## config.mk

```make
export PLATFORM = sky130hd
export DESIGN_NAME = nfc_host
export DESIGN_NICKNAME = d
export VERILOG_FILES = /design/src/logic/nfc_fifo.v /design/src/logic/nfc_host.v
export VERILOG_INCLUDE_DIRS = /design/src /design/src/include
export SDC_FILE = /design/constraint.sdc
export NUM_CORES = 1
export LEC_CHECK = 0
export BUFFER_PORTS_ARGS = -buffer_cell sky130_fd_sc_hd__buf_2
export CORE_MARGIN = 2
export CORE_UTILIZATION = 45
export CTS_CLUSTER_DIAMETER = 150
export DETAILED_ROUTE_END_ITERATION = 12
export PLACE_DENSITY_LB_ADDON = 0.3
export SYNTH_ARGS = -nofsm -noshare
export SYNTH_HDL_FRONTEND = slang
export SYNTH_SLANG_ARGS = --single-unit
```

## constraint.sdc

```tcl
create_clock -name core_clk_i -period 4.1 [get_ports core_clk_i]
set_clock_uncertainty 0.05 [all_clocks]
set_input_delay 0.82 -clock core_clk_i [delete_from_list [all_inputs] [get_ports core_clk_i]]
set_output_delay 0.82 -clock core_clk_i [all_outputs]
set_load 0.01 [all_outputs]
```

## src/include/nfc_consts.vh

```
// opcodes, address layout and strobe timing counts for the flash host
`ifndef NFC_CONSTS_VH
`define NFC_CONSTS_VH
`define NFC_OP_READ_SETUP    8'h00
`define NFC_OP_READ_EXEC     8'h30
`define NFC_OP_READ_COPY     8'h35
`define NFC_OP_COL_OUT_SETUP 8'h05
`define NFC_OP_COL_OUT_EXEC  8'hE0
`define NFC_OP_ID            8'h90
`define NFC_OP_RESET         8'hFF
`define NFC_OP_PROG_SETUP    8'h80
`define NFC_OP_PROG_EXEC     8'h10
`define NFC_OP_CACHE_EXEC    8'h15
`define NFC_OP_COPY_SETUP    8'h85
`define NFC_OP_ERASE_SETUP   8'h60
`define NFC_OP_ERASE_EXEC    8'hD0
`define NFC_OP_STATUS        8'h70
`define NFC_PAGES            17'h10000
`define NFC_PAGE_BYTES       12'h840
`define NFC_SPARE_FIRST      12'h800
`define NFC_BLOCKS           11'h400
`define NFC_COL_BITS         12
`define NFC_ROW_BITS         16
`define NFC_FIFO_DEPTH       32
`define NFC_STROBE_NS        30
`define NFC_CLK_NS           10
`define NFC_STROBE_CYC       ((`NFC_STROBE_NS + `NFC_CLK_NS - 1) / `NFC_CLK_NS)
`endif

```

## src/logic/nfc_fifo.v

```verilog
// synchronous fifo with valid/ready on both sides
`timescale 1ns/1ps
module nfc_fifo
#(
    parameter WIDTH = 8,
    parameter DEPTH = 32,
    parameter AW    = 5
)
(
    input  wire             core_clk_i,
    input  wire             sys_rst_i,
    input  wire             clk_en_i,
    input  wire [WIDTH-1:0] in_data_i,
    input  wire             in_valid_i,
    output wire             in_ready_o,
    output wire [WIDTH-1:0] out_data_o,
    output wire             out_valid_o,
    input  wire             out_ready_i
);
    reg [WIDTH-1:0] mem [0:DEPTH-1];
    reg [AW-1:0]    wr_ptr_reg;
    reg [AW-1:0]    rd_ptr_reg;
    reg [AW:0]      count_reg;
    wire            push;
    wire            pop;

    assign in_ready_o  = (count_reg != DEPTH[AW:0]);
    assign out_valid_o = (count_reg != {(AW+1){1'b0}});
    assign out_data_o  = mem[rd_ptr_reg];
    assign push = in_valid_i & in_ready_o & clk_en_i;
    assign pop  = out_valid_o & out_ready_i & clk_en_i;

    always @(posedge core_clk_i)
    begin
        if (push)
            mem[wr_ptr_reg] <= in_data_i;
    end

    always @(posedge core_clk_i or posedge sys_rst_i)
    begin
        if (sys_rst_i)
        begin
            wr_ptr_reg <= {AW{1'b0}};
            rd_ptr_reg <= {AW{1'b0}};
            count_reg  <= {(AW+1){1'b0}};
        end
        else
        begin
            if (push)
                wr_ptr_reg <= wr_ptr_reg + 1'b1;
            if (pop)
                rd_ptr_reg <= rd_ptr_reg + 1'b1;
            if (push & ~pop)
                count_reg <= count_reg + 1'b1;
            else if (pop & ~push)
                count_reg <= count_reg - 1'b1;
        end
    end
endmodule

```

## src/logic/nfc_host.v

```verilog
// nand flash host: sequences opcode, address and data strobes
`timescale 1ns/1ps
`include "nfc_consts.vh"
// Behaviour
// - Host drives I/O with chip select and write strobe low.
// - Command latch marks opcodes, address latch marks address bytes.
// - Address bytes travel on the low eight I/O lines only.
// - Reset, status and identifier reads use one opcode cycle.
// - Read, program and erase use setup then execute opcode, except lone 85h.
// - Read/program send two column then two row address cycles; column moves send only the two column cycles.
// - Erase sends 60h, two row cycles, then D0h.
// - Reads: 00h-30h, 00h-35h copy read, 05h-E0h column move.
// - Programs: 80h-10h, 80h-15h cache, 85h-10h copy, lone 85h.
// - While busy, host issues only reset or status opcodes.
// - Host never sends an opcode outside the defined set.
module nfc_host
(
    input  wire        core_clk_i,
    input  wire        sys_rst_i,
    input  wire        clk_en_i,
    input  wire        cmd_valid_i,
    output wire        cmd_ready_o,
    input  wire [3:0]  cmd_op_i,
    input  wire [15:0] cmd_row_i,
    input  wire [11:0] cmd_col_i,
    input  wire [11:0] cmd_len_i,
    input  wire [7:0]  wr_data_i,
    input  wire        wr_valid_i,
    output wire        wr_ready_o,
    output wire [7:0]  rd_data_o,
    output wire        rd_valid_o,
    input  wire        rd_ready_i,
    output reg         done_o,
    output reg         busy_o,
    output reg         chip_sel_n_o,
    output reg         cmd_latch_o,
    output reg         addr_latch_o,
    output reg         write_strobe_n_o,
    output reg         output_strobe_n_o,
    output reg  [7:0]  io_o,
    output reg         io_oe_o,
    input  wire [7:0]  io_i,
    input  wire        ready_busy_n_i
);
    // host operation codes
    localparam OP_READ  = 4'h0;
    localparam OP_RCOPY = 4'h1;
    localparam OP_COLRD = 4'h2;
    localparam OP_ID    = 4'h3;
    localparam OP_RESET = 4'h4;
    localparam OP_PROG  = 4'h5;
    localparam OP_CACHE = 4'h6;
    localparam OP_COPYP = 4'h7;
    localparam OP_ERASE = 4'h8;
    localparam OP_STAT  = 4'h9;
    localparam OP_COLWR = 4'hA;
    localparam OP_AUTO  = 4'hB;

    localparam S_IDLE = 3'h0;
    localparam S_CMD1 = 3'h1;
    localparam S_ADDR = 3'h2;
    localparam S_WDAT = 3'h3;
    localparam S_CMD2 = 3'h4;
    localparam S_WAIT = 3'h5;
    localparam S_RDAT = 3'h6;

    reg [2:0]  state_reg;
    reg [3:0]  op_reg;
    reg [15:0] row_reg;
    reg [11:0] col_reg;
    reg [11:0] cnt_reg;
    reg [1:0]  acnt_reg;
    reg [1:0]  ph_reg;
    reg [1:0]  tick_reg;
    reg        push_reg;
    reg [7:0]  push_data_reg;

    wire [7:0] wf_data;
    wire       wf_valid;
    wire       wf_pop;
    wire       rf_ready;
    localparam TICK_END  = `NFC_STROBE_CYC - 1;
    wire       tick_done = (tick_reg == TICK_END[1:0]);

    // setup opcode; illegal codes send the status opcode 70h, then four address cycles and 00h, with no status read
    function [7:0] first_op;
        input [3:0] op;
        begin
            case (op)
                OP_READ, OP_RCOPY: first_op = `NFC_OP_READ_SETUP;
                OP_COLRD:          first_op = `NFC_OP_COL_OUT_SETUP;
                OP_ID:             first_op = `NFC_OP_ID;
                OP_RESET:          first_op = `NFC_OP_RESET;
                OP_PROG, OP_CACHE: first_op = `NFC_OP_PROG_SETUP;
                OP_COPYP, OP_COLWR: first_op = `NFC_OP_COPY_SETUP;
                OP_ERASE:          first_op = `NFC_OP_ERASE_SETUP;
                default:           first_op = `NFC_OP_STATUS;
            endcase
        end
    endfunction

    // execute opcode; zero for one-cycle commands, but illegal codes still send it as 00h
    function [7:0] second_op;
        input [3:0] op;
        begin
            case (op)
                OP_READ:  second_op = `NFC_OP_READ_EXEC;
                OP_RCOPY: second_op = `NFC_OP_READ_COPY;
                OP_COLRD: second_op = `NFC_OP_COL_OUT_EXEC;
                OP_PROG:  second_op = `NFC_OP_PROG_EXEC;
                OP_COPYP: second_op = `NFC_OP_PROG_EXEC;
                OP_CACHE: second_op = `NFC_OP_CACHE_EXEC;
                OP_ERASE: second_op = `NFC_OP_ERASE_EXEC;
                default:  second_op = 8'h00;
            endcase
        end
    endfunction

    // address cycles: column moves 2, erase 2 rows, id 1, reset/status/auto 0, others 4
    function [2:0] addr_cycles;
        input [3:0] op;
        begin
            case (op)
                OP_RESET, OP_STAT, OP_AUTO: addr_cycles = 3'h0;
                OP_ID:              addr_cycles = 3'h1;
                OP_COLRD, OP_COLWR: addr_cycles = 3'h2;
                OP_ERASE:           addr_cycles = 3'h2;
                default:            addr_cycles = 3'h4;
            endcase
        end
    endfunction

    wire is_wr = (op_reg == OP_PROG) | (op_reg == OP_CACHE) |
                 (op_reg == OP_COLWR) | (op_reg == OP_COPYP);

    // busy device takes only reset and status
    assign cmd_ready_o = (state_reg == S_IDLE) & (ready_busy_n_i |
        (cmd_op_i == OP_RESET) | (cmd_op_i == OP_STAT));
    assign wf_pop = (state_reg == S_WDAT) & (ph_reg == 2'h0) & wf_valid &
                    clk_en_i;

    nfc_fifo
    #(
        .WIDTH (8),
        .DEPTH (`NFC_FIFO_DEPTH),
        .AW    (5)
    )
    u_wr_fifo
    (
        .core_clk_i  (core_clk_i),
        .sys_rst_i   (sys_rst_i),
        .clk_en_i    (clk_en_i),
        .in_data_i   (wr_data_i),
        .in_valid_i  (wr_valid_i),
        .in_ready_o  (wr_ready_o),
        .out_data_o  (wf_data),
        .out_valid_o (wf_valid),
        .out_ready_i (wf_pop)
    );

    nfc_fifo
    #(
        .WIDTH (8),
        .DEPTH (`NFC_FIFO_DEPTH),
        .AW    (5)
    )
    u_rd_fifo
    (
        .core_clk_i  (core_clk_i),
        .sys_rst_i   (sys_rst_i),
        .clk_en_i    (clk_en_i),
        .in_data_i   (push_data_reg),
        .in_valid_i  (push_reg),
        .in_ready_o  (rf_ready),
        .out_data_o  (rd_data_o),
        .out_valid_o (rd_valid_o),
        .out_ready_i (rd_ready_i)
    );

    // --------------------------------------------------------------
    // strobe sequencer: ph 0 drives strobe low, ph 1 low phase, ph 2 high phase
    // --------------------------------------------------------------
    always @(posedge core_clk_i or posedge sys_rst_i)
    begin
        if (sys_rst_i)
        begin
            state_reg         <= S_IDLE;
            op_reg            <= 4'h0;
            row_reg           <= 16'h0000;
            col_reg           <= 12'h000;
            cnt_reg           <= 12'h000;
            acnt_reg          <= 2'h0;
            ph_reg            <= 2'h0;
            tick_reg          <= 2'h0;
            push_reg          <= 1'b0;
            push_data_reg     <= 8'h00;
            done_o            <= 1'b0;
            busy_o            <= 1'b0;
            chip_sel_n_o      <= 1'b1;
            cmd_latch_o       <= 1'b0;
            addr_latch_o      <= 1'b0;
            write_strobe_n_o  <= 1'b1;
            output_strobe_n_o <= 1'b1;
            io_o              <= 8'h00;
            io_oe_o           <= 1'b0;
        end
        else if (clk_en_i)
        begin
            done_o   <= 1'b0;
            push_reg <= 1'b0;
            if (state_reg != S_IDLE && !tick_done)
                tick_reg <= tick_reg + 2'h1;
            case (state_reg)
                S_IDLE:
                begin
                    busy_o <= 1'b0;
                    if (cmd_valid_i && cmd_ready_o)
                    begin
                        op_reg       <= cmd_op_i;
                        row_reg      <= cmd_row_i;
                        col_reg      <= cmd_col_i;
                        cnt_reg      <= cmd_len_i;
                        busy_o       <= 1'b1;
                        chip_sel_n_o <= 1'b0;
                        ph_reg       <= 2'h0;
                        tick_reg     <= 2'h0;
                        acnt_reg     <= 2'h0;
                        // auto-read page: straight to serial output
                        state_reg    <= (cmd_op_i == OP_AUTO) ? S_RDAT :
                                        S_CMD1;
                    end
                end
                S_CMD1, S_CMD2:
                begin
                    if (ph_reg == 2'h0)
                    begin
                        cmd_latch_o      <= 1'b1;
                        write_strobe_n_o <= 1'b0;
                        io_oe_o          <= 1'b1;
                        io_o <= (state_reg == S_CMD1) ? first_op(op_reg) :
                                second_op(op_reg);
                        ph_reg   <= 2'h1;
                        tick_reg <= 2'h0;
                    end
                    else if (ph_reg == 2'h1 && tick_done)
                    begin
                        write_strobe_n_o <= 1'b1;
                        ph_reg   <= 2'h2;
                        tick_reg <= 2'h0;
                    end
                    else if (ph_reg == 2'h2 && tick_done)
                    begin
                        cmd_latch_o <= 1'b0;
                        io_oe_o     <= 1'b0;
                        ph_reg      <= 2'h0;
                        tick_reg    <= 2'h0;
                        if (state_reg == S_CMD2)
                            state_reg <= S_WAIT;
                        else if (addr_cycles(op_reg) != 3'h0)
                            state_reg <= S_ADDR;
                        else if (op_reg == OP_STAT)
                            state_reg <= S_RDAT;
                        else
                            state_reg <= S_WAIT;
                    end
                end
                S_ADDR:
                begin
                    if (ph_reg == 2'h0)
                    begin
                        addr_latch_o     <= 1'b1;
                        write_strobe_n_o <= 1'b0;
                        io_oe_o          <= 1'b1;
                        // erase sends only row bytes
                        case ((op_reg == OP_ERASE) ? acnt_reg + 2'h2 :
                              acnt_reg)
                            2'h0:    io_o <= col_reg[7:0];
                            2'h1:    io_o <= {4'h0, col_reg[11:8]};
                            2'h2:    io_o <= row_reg[7:0];
                            default: io_o <= row_reg[15:8];
                        endcase
                        ph_reg   <= 2'h1;
                        tick_reg <= 2'h0;
                    end
                    else if (ph_reg == 2'h1 && tick_done)
                    begin
                        write_strobe_n_o <= 1'b1;
                        ph_reg   <= 2'h2;
                        tick_reg <= 2'h0;
                    end
                    else if (ph_reg == 2'h2 && tick_done)
                    begin
                        addr_latch_o <= 1'b0;
                        io_oe_o      <= 1'b0;
                        ph_reg       <= 2'h0;
                        tick_reg     <= 2'h0;
                        acnt_reg     <= acnt_reg + 2'h1;
                        if ({1'b0, acnt_reg} == addr_cycles(op_reg) - 3'h1)
                        begin
                            if (is_wr)
                                state_reg <= (cnt_reg == 12'h000) ?
                                    ((op_reg == OP_COLWR) ? S_WAIT : S_CMD2)
                                    : S_WDAT;
                            else if (op_reg == OP_COLRD ||
                                     op_reg == OP_ID)
                                state_reg <= (op_reg == OP_ID) ? S_RDAT :
                                             S_CMD2;
                            else
                                state_reg <= S_CMD2;
                        end
                    end
                end
                S_WDAT:
                begin
                    if (ph_reg == 2'h0 && wf_valid)
                    begin
                        write_strobe_n_o <= 1'b0;
                        io_oe_o          <= 1'b1;
                        io_o             <= wf_data;
                        ph_reg   <= 2'h1;
                        tick_reg <= 2'h0;
                    end
                    else if (ph_reg == 2'h1 && tick_done)
                    begin
                        write_strobe_n_o <= 1'b1;
                        ph_reg   <= 2'h2;
                        tick_reg <= 2'h0;
                        cnt_reg  <= cnt_reg - 12'h001;
                    end
                    else if (ph_reg == 2'h2 && tick_done)
                    begin
                        io_oe_o  <= 1'b0;
                        ph_reg   <= 2'h0;
                        tick_reg <= 2'h0;
                        if (cnt_reg == 12'h000)
                            state_reg <= (op_reg == OP_COLWR) ? S_WAIT :
                                         S_CMD2;
                    end
                end
                S_WAIT:
                begin
                    // wait out ready/busy after strobe delay
                    if (tick_done && ready_busy_n_i)
                    begin
                        tick_reg <= 2'h0;
                        if (op_reg == OP_READ || op_reg == OP_COLRD)
                            state_reg <= S_RDAT;
                        else
                        begin
                            chip_sel_n_o <= 1'b1;
                            done_o       <= 1'b1;
                            state_reg    <= S_IDLE;
                        end
                    end
                end
                S_RDAT:
                begin
                    if (ph_reg == 2'h0 && rf_ready && cnt_reg != 12'h000)
                    begin
                        output_strobe_n_o <= 1'b0;
                        ph_reg   <= 2'h1;
                        tick_reg <= 2'h0;
                    end
                    else if (ph_reg == 2'h0 && cnt_reg == 12'h000)
                    begin
                        chip_sel_n_o <= 1'b1;
                        done_o       <= 1'b1;
                        state_reg    <= S_IDLE;
                    end
                    else if (ph_reg == 2'h1 && tick_done)
                    begin
                        output_strobe_n_o <= 1'b1;
                        push_reg      <= 1'b1;
                        push_data_reg <= io_i;
                        cnt_reg       <= cnt_reg - 12'h001;
                        ph_reg        <= 2'h2;
                        tick_reg      <= 2'h0;
                    end
                    else if (ph_reg == 2'h2 && tick_done)
                    begin
                        ph_reg   <= 2'h0;
                        tick_reg <= 2'h0;
                    end
                end
                default:
                    state_reg <= S_IDLE;
            endcase
        end
    end
endmodule

```

; ---- Word-level counts from Yosys, hierarchy flattened
; Memory sizes are Yosys's and may differ from the RTL's.
; Cells that the tools add are included.
[word_totals]
register_bits = 110
ram_bits = 512
mem_bits_ro = 128
wordCells = 282
memories = 3
[classes]
n_addsub = 13
eq_ne = 51
n_mux = 113
bitwise_logic = 27
reduce_logical = 50
[memory_table]
columns = memory, depth, word_bits, rd, rd_ports_with_merged_regs, write_ports, line_no
row1 = u_rd_fifo.mem, 32, 8, 1, 0, 1, nfc_fifo.v:20  ; reg [WIDTH-1:0] mem [0:DEPTH-1];
row2 = u_wr_fifo.mem, 32, 8, 1, 0, 1, nfc_fifo.v:20
row3 = (no name shown), 16, 8, 1, 0, 0, nfc_host.v:89  ; case (op)
[op_table]
columns = operator, n
row1 = 3-bit 2-to-1 mux, 32
row2 = 12-bit 2-to-1 mux, 5
row3 = 8-bit case mux with 3 select lines, 2
row4 = 8-bit case mux with 6 select lines, 1
row5 = 2-bit 2-to-1 mux, 23
row6 = "2-bit inequality test, second input constant", 18
row7 = 12-bit case mux with 3 select lines, 1
row8 = 1-bit 2-to-1 mux, 32
row9 = 8-bit 2-to-1 mux, 4
row10 = "4-bit == test, second input constant", 6
row11 = 6-bit 2-to-1 mux, 4
row12 = "5-bit by 1-bit adder with 5-bit output, second input constant", 4
row13 = "4-bit by 3-bit == test with 1-bit output, second input constant", 5
row14 = 3-bit case mux with 6 select lines, 1
row15 = 1-bit AND, 16
row16 = 16-bit AND reduction, 1
row17 = 4-bit AND reduction, 4
row18 = 3-bit nonzero test, 5
row19 = "6-bit by 1-bit adder with 6-bit output, second input constant", 2
row20 = 12-bit logical NOT, 1
row21 = "6-bit inequality test, second input constant", 2
row22 = 6-bit AND reduction, 2
row23 = 12-bit nonzero test, 1
row24 = 2-bit nonzero test, 6
row25 = 37 further kinds, 76

; ---- Longest topological paths before layout
[depth]
word_depth = 16
mapped_depth = 15
ltp_nobuf = 14

; ---- By module
; Synthesis repeated with hierarchy kept, for this count alone.
[unflattened]
cells_unflattened = 1602
hier_area_um2 = 26538.0
[by_module_without_submodules]
columns = module, n_inst, cells_each, area_per_inst_um2, seq_area_each_um2
row1 = nfc_fifo, 2, 565, 10963.0, 8087.8
row2 = nfc_host, 1, 472, 4611.9, 1955.6

; ---- Least setup slack after synthesis
; No wires, ideal clock.
[synth_path]
kind = input-to-reg
start = input port clk_en_i
end = register u_rd_fifo.count_reg[5]
arrival_ps = 3046
slack_ps = 873
cell_stages = 13
n_path_buf = 2
cell_sequence = clkbuf_1 -> clkbuf_1 -> and3_1 -> inv_2 -> ha_1 -> inv_1 -> ha_1 -> a21o_1 -> a21oi_1 -> o21bai_1 -> nand4_1 -> o211ai_1 -> xor2_1
[synth_via]
elab_chain_len = 4
[synth_lines]
columns = element, line_no
row1 = start: declaration, nfc_host.v:20  ; input wire clk_en_i,
row2 = "1-bit AND, on equally long branches", "nfc_fifo.v:31, nfc_fifo.v:30"
row3 = "1-bit inverter, on equally long branches", "nfc_fifo.v:53, nfc_fifo.v:55"
row4 = "1-bit AND, on equally long branches", "nfc_fifo.v:53, nfc_fifo.v:55"
row5 = 6-bit 2-to-1 mux / 2-bit nonzero test (equally long branches), n/a
row6 = end signal: assignment, nfc_fifo.v:45  ; count_reg <= {(AW+1){1'b0}};
row7 = end signal: assignment, nfc_fifo.v:54  ; count_reg <= count_reg + 1'b1;
row8 = end signal: assignment, nfc_fifo.v:56  ; count_reg <= count_reg - 1'b1;
row9 = end: declaration, nfc_fifo.v:23  ; reg [AW:0] count_reg;
; Several ways; a longest one is shown, not always the timed one.
; A chain may end at the register's enable or synchronous reset.

; ---- Worst setup path in the final report
[layout_path]
start = register u_rd_fifo.rd_ptr_reg[0]
end = output port rd_data_o[3]
[layout_via]
elab_chain_len = 1
[layout_lines]
columns = element, line_no
row1 = start: declaration, nfc_fifo.v:22  ; reg [AW-1:0] rd_ptr_reg;
row2 = start signal: assignment, nfc_fifo.v:44  ; rd_ptr_reg <= {AW{1'b0}};
row3 = start signal: assignment, nfc_fifo.v:52  ; rd_ptr_reg <= rd_ptr_reg + 1'b1;
row4 = memory read 32 x 8 bit, n/a
row5 = end: declaration, nfc_host.v:30  ; output wire [7:0] rd_data_o,
; Every way passes these cells.

==> impl_metrics.toml <==
[run_status]
outcome = "complete, no violations"

[logic_synthesis]
postSynth.topFlopCell = "edfxtp_1"
ys_ff_latch = 622
fraction_of_the_yosys_area_taken_by_sequential_cells_pct = 69.0
ys_async_sr_fraction_pct = 17.7
number_of_enable_type_register_cells_in_the_synthesized_netlist = 512
synth.avg_cell_area_sq_um = 16.8
post_synth_num_cell_types = 73
syn_area_sq_mm = 0.0263
synthesized_instance_count = 1564
mappedNetlistNets = 1662
synthesis.yosys.warnings = 0

[cts]
post_cts_resized = 0
clock_slew_seen_by_the_registers_of_the_worst_setup_and_hold_paths_ps = 60
cts_setup_buffers = 0
clockBufferDepth = 3
cts_tree = "done"
clk_latency_ps = 610
clk_root_buffer_cell = "clkbuf_16"
number_of_cts_inserted_buffers = 67
postCtsHoldBufs = 0
htreeDepth = 3
cts.sinks = 622

[worst_setup_path]
cp_slowest_stage_delay_ps = 660
critical_path.top_delay_family = "multiplexers"
cp.buffers_inverters = 2
cp-start-kind = "flip-flop"
timing_worst_setup_path_type = "reg -> out"
critPathSlowestCell = "dfrtp_4"
worst_path_most_repeated_cell = "mux4_2"
cp_max_fo = 29
worstPathCellList = "buf_12 > mux4_2 > mux4_2 > mux2_2 > buf_2"
reg2reg_depth = 13
rr_endpoint = "u_rd_fifo.count_reg[5]$_DFFE_PP0P_"
timing.critical_path.arrival_ps = 3060
setup.worst_path.start = "u_rd_fifo.rd_ptr_reg[0]$_DFFE_PP0P_"
worst_setup_path_endpoint = "rd_data_o[3]"
reg2reg_slack_ps = 710
r2r-start = "u_rd_fifo.count_reg[1]$_DFFE_PP0P_"
path_depth = 5
worst-endpoint-required_ps = 3230
critPathCaptureType = "output port"

[pwr]
power.static_leakage_uw = 0.0104
finalPower_uw = 19600
vdd_drop_max_mv = 0.445
pwr_density_cell_mw_per_mm2 = 655

[detailed_routing]
route.detailed.vias_per_inst = 5.79
detailroute.via_count = 14500
first_pass_iters = 5
detail-route-antenna-nets = 0
remaining_routing_drc_violations = 0
drt_first_iter_violations = 1200
finalWirelength_um = 58500
mean_routed_wirelength_per_cell_um = 23.4

[placed_design]
port_buffers = 93
routabilityCongestion = 0.849
detailedPlacementHpwl_um = 37900

[final_layout]
fillers = 4589
final_nets = 1785
area_growth_syn_to_layout_pct = 13.8
final_layout_size_suffix_gt1_share_pct = 24.4

[sta]
grt_setup_unrepaired = "false"
max_slew_margin_pct = 24.6
worst_slew_pin_slew_ps = 1130
setup_violations = 0
fmax_mhz = 255
report.final.hold_viol_count = 0
finalSetupTns_ps = 0
finalMaxSlewViolations = 0
period_needed_ps = 3930
layout_worst_path_cycle_share_pct = 95.7

[min_path]
hp-class = "in -> async"

[floorplanning]
die-area_sq_mm = 0.0603
top_level_ports = 94
initial_util_pct = 45.5
die_x_um = 246
floorplan.rows = 88
core_outline_area_sq_mm = 0.0577
die_height_um = 246

[grt]
grt_pass1_vias = 14700
gr-usage-met2_pct = 32.3
grt_pass1_wl_um = 89900
grtUsageTotal_pct = 19.9
antenna_violations_before_repair = 1
met3_usage_pct = 4.35
top_usage_layer = "met2"
grt.met1_usage_pct = 26.9
globalRoute.totalOverflow = 0
grt_max_degree = 68

[run]
drv_cap = 0
==> Yosys cell counts, drive strengths merged (9+ instances only) <==
cell type	count	share of area [%]
a31oi	19	0.45
xnor2	21	0.70
o21ai	48	0.91
nor3	16	0.34
mux2	55	2.4
edfxtp	512	59
nand4	13	0.31
a21oi	44	0.85
nand3	25	0.50
mux4	130	11
inv	29	0.41
ha	29	1.4
mux2i	48	1.8
a211oi	14	0.40
nand2	68	0.97
o22ai	16	0.38
nand3b	16	0.46
nor2	120	1.7
dfrtp	107	10
a21o	9	0.26
buf	44	1.0
clkbuf	49	0.70
==> worst min path at each step <==
stage                          from                            endpoint  slack (ps)
6_report                  sys_rst_i  u_wr_fifo.count_reg[2]$_DFFE_PP0P_         350
5_1_grt               cmd_col_i[11]             col_reg[11]$_DFFE_PP0P_         360
4_1_cts               cmd_col_i[11]             col_reg[11]$_DFFE_PP0P_         350
3_5_place_dp   push_reg$_DFFE_PP0P_                push_reg$_DFFE_PP0P_         420
3_3_place_gp   push_reg$_DFFE_PP0P_                push_reg$_DFFE_PP0P_         420
2_1_floorplan  push_reg$_DFFE_PP0P_                push_reg$_DFFE_PP0P_         400
==> power breakdown <==
group	internal, uW	total, uW	leakage [uW]	switching, uW
Sequential	7630	8650	0.00612	1020
Combinational	2520	5040	0.00318	2520
Clock	3490	5900	0.00105	2420
Total	13600	19600	0.0104	5950
==> per-layer routing <==
metal / wire length, um / vias to the layer above / share of wire (%)
li1: - / 6422 / -
met1: 24600 / 7462 / 42
met2: 28400 / 492 / 49
met3: 3910 / 105 / 6.7
met4: 1590 / 0 / 2.7
met5: 0 / - / 0
==> area by class of cell <==
cell class	instances	area (sq um)	share of cell area, %
repair buffers	147	933	3.12
multi-input cells	820	7580	25.4
inverters	29	111	0.373
clock buffers	82	1790	5.97
well taps	765	957	3.20
flip-flops and latches	622	18100	60.7
clock inverters	37	375	1.26
diodes	1	2.50	0.00837
==> cells by family after synthesis <==
logic type / after synthesis / share of synthesized area (%)
compound gates: 208 / 5.08
xor+xnor: 29 / 0.967
fa+ha+maj: 31 / 1.53
buf+inv: 122 / 2.11
flops: 622 / 69.0
mux: 233 / 15.3
simple gates: 319 / 5.95
==> worst register-to-register path: stages (launching register included) <==
cell and delay, ps:
dfrtp_1 410, or4_1 580, or3_1 340, and3_1 250, inv_2 100, ha_1 220
inv_1 150, ha_1 320, a21o_1 180, a21oi_1 220, o21bai_1 110, nand4_1 90
o211ai_1 100, xor2_1 150
==> cell usage in the layout (no fill, tap or decap), types with 12 or more instances in the layout <==
cell type,instances
nand4_1,13
clkinv_1,14
o21ai_0,29
xnor2_1,21
mux4_2,130
a211oi_1,14
nand3b_1,16
o21ai_1,19
clkbuf_1,12
edfxtp_1,512
mux2i_1,48
nand3_1,24
a21oi_1,43
nor2_1,120
mux2_2,27
dfrtp_1,102
nor3_1,14
buf_4,49
mux2_1,28
a31oi_1,19
ha_1,29
buf_2,93
inv_1,27
nand2_1,68
o22ai_1,16
clkbuf_16,69
==> through the flow <==
stage	instance area [sq um]	setup slack, ps	utilization [%]	hold WS [ps]	cells
after floorplan	26300	333	-	404	1564
after global placement	27700	771	48.1	416	2383
after detailed placement	27700	727	48.1	420	2383
after CTS	29900	95.6	51.8	351	2502
after global routing	29900	23.6	51.8	359	2502
final	29900	175	51.8	350	2503
Note: power is estimated with default switching activity, not from simulation.
